`config.mk`:
```
export PLATFORM = sky130hd
export DESIGN_NAME = ialsa_core
export DESIGN_NICKNAME = d
export VERILOG_FILES = /design/src/verilog/ialsa_pkg.sv /design/src/verilog/ialsa_core.sv /design/src/verilog/ialsa_shifter.sv
export SDC_FILE = /design/constraint.sdc
export NUM_CORES = 1
export LEC_CHECK = 0
export BUFFER_PORTS_ARGS = -buffer_cell sky130_fd_sc_hd__buf_2
export CAP_MARGIN = 20
export CORE_UTILIZATION = 45
export CTS_CLUSTER_SIZE = 24
export DETAILED_ROUTE_END_ITERATION = 6
export PLACE_DENSITY = 0.71
export RECOVER_POWER = 100
export SLEW_MARGIN = 20
export SYNTH_ARGS = -nofsm -noshare
export SYNTH_HDL_FRONTEND = slang
export SYNTH_SLANG_ARGS = --single-unit
```
`constraint.sdc`:
```
create_clock -name core_clk -period 5.2 [get_ports core_clk]
set_input_delay 0.78 -clock core_clk [delete_from_list [all_inputs] [get_ports core_clk]]
set_output_delay 0.78 -clock core_clk [all_outputs]
set_load 0.02 [all_outputs]
```
`src/verilog/ialsa_pkg.sv`:
```
// shared constants and types for the integer add, logic and shift datapath
package ialsa_pkg;

  // datapath widths
  localparam int DATA_W = 32;
  localparam int IDX_W = 5;
  localparam int IMM_W = 16;
  localparam int SHIFT_CNT_W = 7;
  localparam int FLAG_W = 7;
  localparam int WB_ADDR_W = 8;

  // register index limits
  localparam logic [4:0] REG_LAST = 5'h1b;
  localparam logic [4:0] PAR_REG_LAST = 5'h07;

  // general addressing field codes
  localparam logic [1:0] GEN_REG = 2'h0;
  localparam logic [1:0] GEN_DIRECT = 2'h1;
  localparam logic [1:0] GEN_INDIRECT = 2'h2;
  localparam logic [1:0] GEN_IMM = 2'h3;

  // three-operand field: bit 0 marks src1 indirect, bit 1 marks src2 indirect
  localparam int TRI_SRC1_IND_BIT = 0;
  localparam int TRI_SRC2_IND_BIT = 1;

  // status flag positions
  localparam int FLG_C = 0;
  localparam int FLG_V = 1;
  localparam int FLG_Z = 2;
  localparam int FLG_N = 3;
  localparam int FLG_UF = 4;
  localparam int FLG_LV = 5;
  localparam int FLG_LUF = 6;
  localparam logic [6:0] FLAGS_RESET = 7'h00;

  // register map, byte addresses
  localparam logic [7:0] ADDR_CTRL = 8'h00;
  localparam logic [7:0] ADDR_FLAGS = 8'h04;
  localparam logic [7:0] ADDR_OPCNT = 8'h08;
  localparam int CTRL_SAT_BIT = 0;
  localparam logic CTRL_SAT_RESET = 1'h0;

  // saturation limits
  localparam logic [31:0] INT_MAX = 32'h7fffffff;
  localparam logic [31:0] INT_MIN = 32'h80000000;

  // operation kinds offered by the decoder
  typedef enum logic [3:0] {
    OP_SUM2,
    OP_SUM3,
    OP_CONJ2,
    OP_CONJ3,
    OP_CLEAR2,
    OP_CLEAR3,
    OP_SHIFT2,
    OP_SUM_STORE,
    OP_CONJ_STORE
  } ialsa_op_t;

endpackage

```
`src/verilog/ialsa_core.sv`:
```
// integer add, conjunction, clear-bits and shift datapath with wishbone status registers
`timescale 1ns/1ns
module ialsa_core (
  // clock and reset
  input wire logic core_clk,
  input wire logic sys_rst,
  // wishbone slave
  input wire logic wb_cyc_i,
  input wire logic wb_stb_i,
  input wire logic wb_we_i,
  input wire logic [ialsa_pkg::WB_ADDR_W-1:0] wb_adr_i,
  input wire logic [31:0] wb_dat_i,
  input wire logic [3:0] wb_sel_i,
  output logic [31:0] wb_dat_o,
  output logic wb_ack_o,
  // operation issue from the decoder
  input wire logic opValid,
  input wire ialsa_pkg::ialsa_op_t opKind,
  input wire logic [1:0] addrMode,
  input wire logic [ialsa_pkg::IDX_W-1:0] dstIdx,
  input wire logic [ialsa_pkg::IDX_W-1:0] src1Idx,
  input wire logic [ialsa_pkg::IDX_W-1:0] src2Idx,
  input wire logic [ialsa_pkg::IDX_W-1:0] src3Idx,
  input wire logic [ialsa_pkg::DATA_W-1:0] src1Val,
  input wire logic [ialsa_pkg::DATA_W-1:0] src2Val,
  input wire logic [ialsa_pkg::DATA_W-1:0] src3Val,
  input wire logic [ialsa_pkg::IMM_W-1:0] immVal,
  // result toward the register file
  output logic resValid,
  output logic [ialsa_pkg::IDX_W-1:0] resIdx,
  output logic [ialsa_pkg::DATA_W-1:0] resData,
  // parallel store toward data memory
  output logic storeValid,
  output logic [ialsa_pkg::DATA_W-1:0] storeData,
  // status
  output logic illegalOp,
  output logic [ialsa_pkg::FLAG_W-1:0] flagsOut
);

  ////////////////////////////////////////////////////////////////////////////
  // decode helpers

  // true when the three-operand field marks src1 as a register
  function automatic logic triSrc1IsReg(input logic [1:0] mode);
    triSrc1IsReg = ~mode[ialsa_pkg::TRI_SRC1_IND_BIT];
  endfunction

  // true when the three-operand field marks src2 as a register
  function automatic logic triSrc2IsReg(input logic [1:0] mode);
    triSrc2IsReg = ~mode[ialsa_pkg::TRI_SRC2_IND_BIT];
  endfunction

  // register index check against a limit, only when a register is used
  function automatic logic idxOk(input logic used, input logic [4:0] idx, input logic [4:0] last);
    idxOk = !used || (idx <= last);
  endfunction

  ////////////////////////////////////////////////////////////////////////////
  // state

  // saturate_mode control bit, written by software
  logic satMode_reg;
  // flags: latched_underflow, latched_overflow, underflow_flag, N, Z, V, C
  logic [ialsa_pkg::FLAG_W-1:0] flags_reg;
  logic [ialsa_pkg::FLAG_W-1:0] flags_next;
  // count of operations taken, for software visibility
  logic [31:0] opCount_reg;
  // registered outputs
  logic resValid_reg;
  logic [ialsa_pkg::IDX_W-1:0] resIdx_reg;
  logic [ialsa_pkg::DATA_W-1:0] resData_reg;
  logic storeValid_reg;
  logic [ialsa_pkg::DATA_W-1:0] storeData_reg;
  logic illegalOp_reg;
  logic wbAck_reg;
  logic [31:0] wbDat_reg;

  ////////////////////////////////////////////////////////////////////////////
  // operand selection

  // kind classes
  wire isSum = (opKind == ialsa_pkg::OP_SUM2) || (opKind == ialsa_pkg::OP_SUM3) ||
               (opKind == ialsa_pkg::OP_SUM_STORE);
  wire isShift = (opKind == ialsa_pkg::OP_SHIFT2);
  wire isLogic = !isSum && !isShift;
  wire isParallel = (opKind == ialsa_pkg::OP_SUM_STORE) || (opKind == ialsa_pkg::OP_CONJ_STORE);
  wire isTwoOp = (opKind == ialsa_pkg::OP_SUM2) || (opKind == ialsa_pkg::OP_CONJ2) ||
                 (opKind == ialsa_pkg::OP_CLEAR2) || isShift;
  wire isClear = (opKind == ialsa_pkg::OP_CLEAR2) || (opKind == ialsa_pkg::OP_CLEAR3);

  // immediate only exists in the general field, code 11
  wire useImm = isTwoOp && (addrMode == ialsa_pkg::GEN_IMM);
  // logical ops take the immediate unsigned, arithmetic ones signed
  wire [31:0] immZero = {16'h0000, immVal};
  wire [31:0] immSign = {{16{immVal[15]}}, immVal};
  wire [31:0] immExt = isLogic ? immZero : immSign;
  // second operand: immediate, or the fetched value for register, direct, indirect
  wire [31:0] opB = useImm ? immExt : src2Val;
  // first operand: for two-operand forms this is the destination register read
  wire [31:0] opA = src1Val;

  ////////////////////////////////////////////////////////////////////////////
  // legality of register numbers

  // register source flags per form
  wire src1Reg = isTwoOp ? 1'b1 : (isParallel ? 1'b1 : triSrc1IsReg(addrMode));
  wire src2Reg = isTwoOp ? (addrMode == ialsa_pkg::GEN_REG) : (!isParallel && triSrc2IsReg(addrMode));
  // parallel forms: dst1, src1 and src3 must be 0-7; src2 always indirect
  wire parOk = idxOk(1'b1, dstIdx, ialsa_pkg::PAR_REG_LAST) && idxOk(1'b1, src1Idx, ialsa_pkg::PAR_REG_LAST) &&
               idxOk(1'b1, src3Idx, ialsa_pkg::PAR_REG_LAST);
  // other forms: every register use within 0-27
  wire wideOk = idxOk(1'b1, dstIdx, ialsa_pkg::REG_LAST) && idxOk(src1Reg, src1Idx, ialsa_pkg::REG_LAST) &&
                idxOk(src2Reg, src2Idx, ialsa_pkg::REG_LAST);
  wire opLegal = isParallel ? parOk : wideOk;
  wire opTake = opValid && opLegal;

  ////////////////////////////////////////////////////////////////////////////
  // arithmetic

  // unsigned carry and signed overflow from one adder
  wire [32:0] sumWide = {1'b0, opA} + {1'b0, opB};
  wire sumCarry = sumWide[32];
  wire sumOvf = (opA[31] == opB[31]) && (sumWide[31] != opA[31]);
  // saturation only when the mode bit is set
  wire [31:0] sumSat = opA[31] ? ialsa_pkg::INT_MIN : ialsa_pkg::INT_MAX;
  wire [31:0] sumRes = (satMode_reg && sumOvf) ? sumSat : sumWide[31:0];

  // conjunction and clear-bits share one gate row, second operand inverted for clear
  wire [31:0] logicB = isClear ? ~opB : opB;
  wire [31:0] logicRes = opA & logicB;

  // shifter: count is the low seven bits of the count operand
  wire [31:0] shiftRes;
  wire shiftCarry;
  ialsa_shifter #(
    .DATA_W(ialsa_pkg::DATA_W),
    .CNT_W(ialsa_pkg::SHIFT_CNT_W)
  ) u_shifter (
    .operand(opA),
    .count(opB[ialsa_pkg::SHIFT_CNT_W-1:0]),
    .shifted(shiftRes),
    .carryOut(shiftCarry)
  );

  // final result
  wire [31:0] opRes = isSum ? sumRes : (isShift ? shiftRes : logicRes);
  // carry of a shift only lands when the destination is one of registers 0-7
  wire shiftCarryLands = (dstIdx <= ialsa_pkg::PAR_REG_LAST);

  ////////////////////////////////////////////////////////////////////////////
  // wishbone decode

  wire wbReq = wb_cyc_i && wb_stb_i && !wbAck_reg;
  // writes land on the edge where the master sees ack, the same edge it releases the request
  wire wbWr = wb_cyc_i && wb_stb_i && wbAck_reg && wb_we_i && wb_sel_i[0];
  wire hitCtrl = (wb_adr_i == ialsa_pkg::ADDR_CTRL);
  wire hitFlags = (wb_adr_i == ialsa_pkg::ADDR_FLAGS);
  wire hitCount = (wb_adr_i == ialsa_pkg::ADDR_OPCNT);
  // read mux; unmapped addresses read zero and are still acknowledged
  wire [31:0] rdMux = hitCtrl ? {31'h0, satMode_reg} :
                      hitFlags ? {25'h0, flags_reg} :
                      hitCount ? opCount_reg : 32'h00000000;

  ////////////////////////////////////////////////////////////////////////////
  // flag update

  // an operation's update wins over a software write in the same cycle,
  // so a latched overflow is never lost to a concurrent clear
  always_comb begin
    flags_next = flags_reg;
    if (opTake) begin
      flags_next[ialsa_pkg::FLG_N] = opRes[31];
      flags_next[ialsa_pkg::FLG_Z] = (opRes == 32'h00000000);
      flags_next[ialsa_pkg::FLG_UF] = 1'b0;
      if (isSum) begin
        flags_next[ialsa_pkg::FLG_V] = sumOvf;
        flags_next[ialsa_pkg::FLG_C] = sumCarry;
        flags_next[ialsa_pkg::FLG_LV] = flags_reg[ialsa_pkg::FLG_LV] | sumOvf;
      end else if (isShift) begin
        // overflow of the shift is not tracked here; V reads low
        flags_next[ialsa_pkg::FLG_V] = 1'b0;
        if (shiftCarryLands) begin
          flags_next[ialsa_pkg::FLG_C] = shiftCarry;
        end
      end else begin
        // logical: carry and latched bits untouched
        flags_next[ialsa_pkg::FLG_V] = 1'b0;
      end
    end else if (wbWr && hitFlags) begin
      flags_next = wb_dat_i[ialsa_pkg::FLAG_W-1:0];
    end
  end

  ////////////////////////////////////////////////////////////////////////////
  // registers

  // control and flags
  always_ff @(posedge core_clk) begin
    if (sys_rst) begin
      satMode_reg <= ialsa_pkg::CTRL_SAT_RESET;
      flags_reg <= ialsa_pkg::FLAGS_RESET;
      opCount_reg <= 32'h00000000;
    end else begin
      if (wbWr && hitCtrl) begin
        satMode_reg <= wb_dat_i[ialsa_pkg::CTRL_SAT_BIT];
      end
      flags_reg <= flags_next;
      if (opTake) begin
        opCount_reg <= opCount_reg + 32'h00000001;
      end
    end
  end

  // result and store, one cycle after issue
  // all operands are sampled at the issue edge, so the store carries the
  // pre-update register value and src2 is read before the store lands
  always_ff @(posedge core_clk) begin
    if (sys_rst) begin
      resValid_reg <= 1'b0;
      resIdx_reg <= '0;
      resData_reg <= 32'h00000000;
      storeValid_reg <= 1'b0;
      storeData_reg <= 32'h00000000;
      illegalOp_reg <= 1'b0;
    end else begin
      resValid_reg <= opTake;
      resIdx_reg <= dstIdx;
      resData_reg <= opRes;
      storeValid_reg <= opTake && isParallel;
      storeData_reg <= src3Val;
      illegalOp_reg <= opValid && !opLegal;
    end
  end

  // wishbone ack and read data; ack one cycle after the request
  always_ff @(posedge core_clk) begin
    if (sys_rst) begin
      wbAck_reg <= 1'b0;
      wbDat_reg <= 32'h00000000;
    end else begin
      wbAck_reg <= wbReq;
      wbDat_reg <= wbReq ? rdMux : 32'h00000000;
    end
  end

  // outputs straight from flip-flops
  assign resValid = resValid_reg;
  assign resIdx = resIdx_reg;
  assign resData = resData_reg;
  assign storeValid = storeValid_reg;
  assign storeData = storeData_reg;
  assign illegalOp = illegalOp_reg;
  assign flagsOut = flags_reg;
  assign wb_ack_o = wbAck_reg;
  assign wb_dat_o = wbDat_reg;
endmodule

```
`src/verilog/ialsa_shifter.sv`:
```
// arithmetic shifter with carry-out, count taken as a signed seven-bit value
`timescale 1ns/1ns
module ialsa_shifter #(
  parameter int DATA_W = 32,
  parameter int CNT_W = 7
) (
  // operand and count
  input wire logic [DATA_W-1:0] operand,
  input wire logic [CNT_W-1:0] count,
  // shifted value and last bit out
  output logic [DATA_W-1:0] shifted,
  output logic carryOut
);

  // left path: zero fill, last bit out lands just above the word
  logic [2*DATA_W-1:0] leftWide;
  // right path: sign fill, last bit out lands just below the word
  logic signed [2*DATA_W:0] rightWide;
  // magnitude of a negative count
  logic [CNT_W-1:0] rightMag;

  assign rightMag = ~count + 1'b1;
  assign leftWide = {{DATA_W{1'b0}}, operand} << count;
  assign rightWide = $signed({{DATA_W{operand[DATA_W-1]}}, operand, 1'b0}) >>> rightMag;

  // pick direction from the count sign
  always_comb begin
    if (count == '0) begin
      // no shift, carry forced low
      shifted = operand;
      carryOut = 1'b0;
    end else if (count[CNT_W-1] == 1'b0) begin
      // counts beyond the word width simply clear it
      shifted = leftWide[DATA_W-1:0];
      carryOut = leftWide[DATA_W];
    end else begin
      shifted = rightWide[DATA_W:1];
      carryOut = rightWide[0];
    end
  end

endmodule
```
==> flow_summary_export.csv <==
group,metric,value,unit
synth,synth_compound_area_frac,0.253,
synth,synth_top_family_by_area,"simple AND/OR/NAND/NOR gates",
floorplanning,start_util,0.456,
cells_and_area,final_common_cell,"buf_4",
synth,avgSynthCellArea,7.54,um2
drt,wl,67500,um
run_status,violations,"max-capacitance violations, max-slew violations",
cells_and_area,final_cell_mix,"244 x buf_4, 222 x nand2_1, 150 x buf_2",
synth,muxShareOfSynthArea,0.132,
timing,fin_tns_setup,0,ns
clock_tree,cts_tree,"done",
power,power_density,241,nW/um2
clock_tree,clk_pin_slew_worst_paths,0.06,ns
synth,seq_area_frac_synth,0.222,
setup_path,endpoint_kind,"flip-flop",
floorplanning,die_h,172,um
synth,synth-seq-cells,145,
timing,min_period,5.03,ns
synth,synthTopCellsByArea,"dfxtp_1 22%, mux2i_1 7.7%, nand2_1 6.4%, a21oi_1 4.6%, mux4_2 4.1%",
run_status,status,"finished with violations",
timing,finalMaxSlewViolations,112,
synth,syn_inst,1732,
global_route,grt_pass1_vias,15300,
drt,avgRoutedWirePerCell,26.4,um
global_route,grt_start_max_net_pins,112,
timing,fin_crit_sh,0.967,
setup_path,worstReg2RegEnd,"flagsOut[2]",
setup_path,crit_buf_inv,4,
min_path,min_from,"opCount_reg[15]",
synth,synth_adder_area_share,0.0360,
placed_design,place_ws,-0.151,ns
drt,drt-initial-drc-count,1881,
min_path,whs_path_depth,1,
power,ir_drop,0.000165,V
global_route,antenna_found_initial,3,
setup_path,rrSetupSlack,2.28,ns
timing,worst_pin_slew,3.93,ns
setup_path,required,5.31,ns
setup_path,reg2reg_depth,12,
cells_and_area,areaGrowthSynthToFinish,29.2,%
synth,syn_area,13100,um2
drt,remaining_drc_errors,0,
floorplanning,fp-row-count,62,
clock_tree,cts_buffers,17,
drt,vias,16300,
clock_tree,h-tree-depth,4,
synth,synth-edff-count,0,
timing,slew_headroom,-1.62,
cells_and_area,seq_area,2900,um2
placed_design,portBuffers,264,
floorplanning,num_io_pins,300,
synth,synthFlopType,"dfxtp_1",
synth,synth_area_leader_cell,"dfxtp_1",
floorplanning,core_area,28600,um2
global_route,gr-total-overflow,0,
synth,syn-num-nets,1957,
clock_tree,cts_hold_buffers,0,
cells_and_area,multi_input_area,9560,um2
drt,drt_pass1_iterations,6,
placed_design,gp_congestion,1.08,
clock_tree,clk_latency,0.43,ns
min_path,whs_endpoint,"wb_dat_o[15]",
synth,yosys.area_share.simple,0.254,
clock_tree,cts_buffer_depth,2,
cells_and_area,fillerInstances,2720,
run,drv_cap,1,
cells_and_area,layout-drive-gt1-share,0.234,
synth,async_flop_share,0,
global_route,grtUsageTotal,0.447,
placed_design,dpl.hpwl,53200,um
floorplanning,die_x,172,um
timing,rsz0062_at_grt,"false",
drt,ant_nets,0,
setup_path,cp.arrival,5.14,ns
clock_tree,cts_sinks,145,
cells_and_area,nets,2385,
timing,setup_violations,0,
clock_tree,cts_root_buffer,"clkbuf_16",
setup_path,rr_startpoint,"satMode_reg",
timing,fmaxAchievable,199,MHz
placed_design,placed_cells,2525,
synth,synth.distinct_cells,86,
setup_path,critPathLaunchType,"input port",
floorplanning,dieArea,29700,um2
synth,synth_top_area_share,0.222,
global_route,grt_pass1_wl,95800,um
setup_path,path_cells,"buf_2 > and4bb_2 > mux2_4 > buf_12 > ha_1 > fa_1 > a211oi_1 > o21bai_1 > buf_4 > o221ai_1 > nand3_1 > a221oi_1 > clkbuf_1 > o21ai_0 > or2_2 > a21o_1 > a21oi_1 > o22a_1 > nor3_1",
power,p_leak,7.24,nW
clock_tree,postCtsResizedCells,0,
clock_tree,cts_setup_buffers,0,
min_path,hold_class,"flip-flop to flip-flop",
setup_path,crit_type,"input port to flip-flop",
timing,fin_skew,0.00838,ns
cells_and_area,finalNonFillerCells,2560,
synth,synth-xor-area-share,0.0530,
drt,vias_per_cell,6.37,
timing,hold_viol_final,0,
timing,finalWorstSetupSlack,0.171,ns
setup_path,critical-path-top-delay-family,"compound AO/OA/AOI/OAI gates",
setup_path,crit_slowest_cell,"fa_1",
synth,synth_warnings,0,
setup_path,slowest_delay,0.49,ns
setup_path,cp_max_fo,4,
where the power goes:
group          switching (mW)  total, mW  internal [mW]
logic                    1.02       1.68          0.658
clock network           0.531       1.23          0.697
registers              0.0163       1.17           1.15
total                    1.57       4.07           2.51
synth_stat cells, drive strengths merged, types with 7 or more instances:
library cell and n:
a2111oi 7, a211o 10, a211oi 30, a21o 20
a21oi 120, a221oi 15, a22o 8, a22oi 22
a311oi 8, a31oi 29, a41oi 8, and2 32
and3 11, buf 38, clkbuf 84, dfxtp 145
ha 36, inv 29, mux2 14, mux2i 102
mux4 24, nand2 222, nand2b 21, nand3 71
nand4 15, nor2 142, nor2b 54, nor3 55
nor3b 9, nor4 13, o2111ai 7, o211ai 22
o21a 7, o21ai 86, o221ai 8, o22ai 17
o31ai 11, or2 8, or3 9, xnor2 49
xor2 30
cells by family (layout without fill, tap and decap cells):
group                    after synthesis  after routing
multiplexers                         140            140
AO/OA/AOI/OAI                        491            491
XOR/XNOR                              79             79
adder cells (fa/ha/maj)               37             37
AND/OR/NAND/NOR                      688            688
buffers and inverters                152            593
flip-flops                           145            145
other                                  0              3
how the worst max path moves through the flow:
| stage | start | cells after the start | slack [ns] | endpoint |
|---|---|---|---|---|
| 2_1_floorplan | opKind[3] | 20 | 0.03 | flagsOut[2] |
| 3_3_place_gp | opKind[3] | 20 | -0.14 | flagsOut[2] |
| 3_5_place_dp | opKind[3] | 18 | -0.15 | flagsOut[2] |
| 4_1_cts | opKind[3] | 18 | 0.27 | flagsOut[2] |
| 5_1_grt | opKind[3] | 17 | 0.009 | flagsOut[2] |
| 6_report | opKind[3] | 19 | 0.17 | flagsOut[0] |
stage by stage:
stage	cell area (um2)	utilization	power (mW)	hold WS [ns]
4_1_cts	17000	0.596	4.04	0.476
5_1_grt	16900	0.589	4.23	0.510
6_report	16900	0.590	4.07	0.495
3_3_place_gp	16400	0.575	2.81	0.447
3_5_place_dp	16400	0.575	2.82	0.465
2_1_floorplan	13100	-	2.08	0.452
layout make-up:
type,count,share of cell area
Clock inverter,14,0.00949
Tap cell,384,0.0285
Multi-Input combinational cell,1435,0.567
Sequential cell,145,0.172
Inverter,30,0.00667
Clock buffer,18,0.0260
Antenna cell,3,0.000445
Timing Repair Buffer,531,0.190
metal layers:
metal,track usage,vias to the layer above,share of wire
met5,0,-,0
met3,0.111,260,0.11
met2,0.714,1167,0.44
met4,0.310,0,0.073
li1,-,7267,-
met1,0.527,7624,0.38
Note: power is estimated with default switching activity, not from simulation.
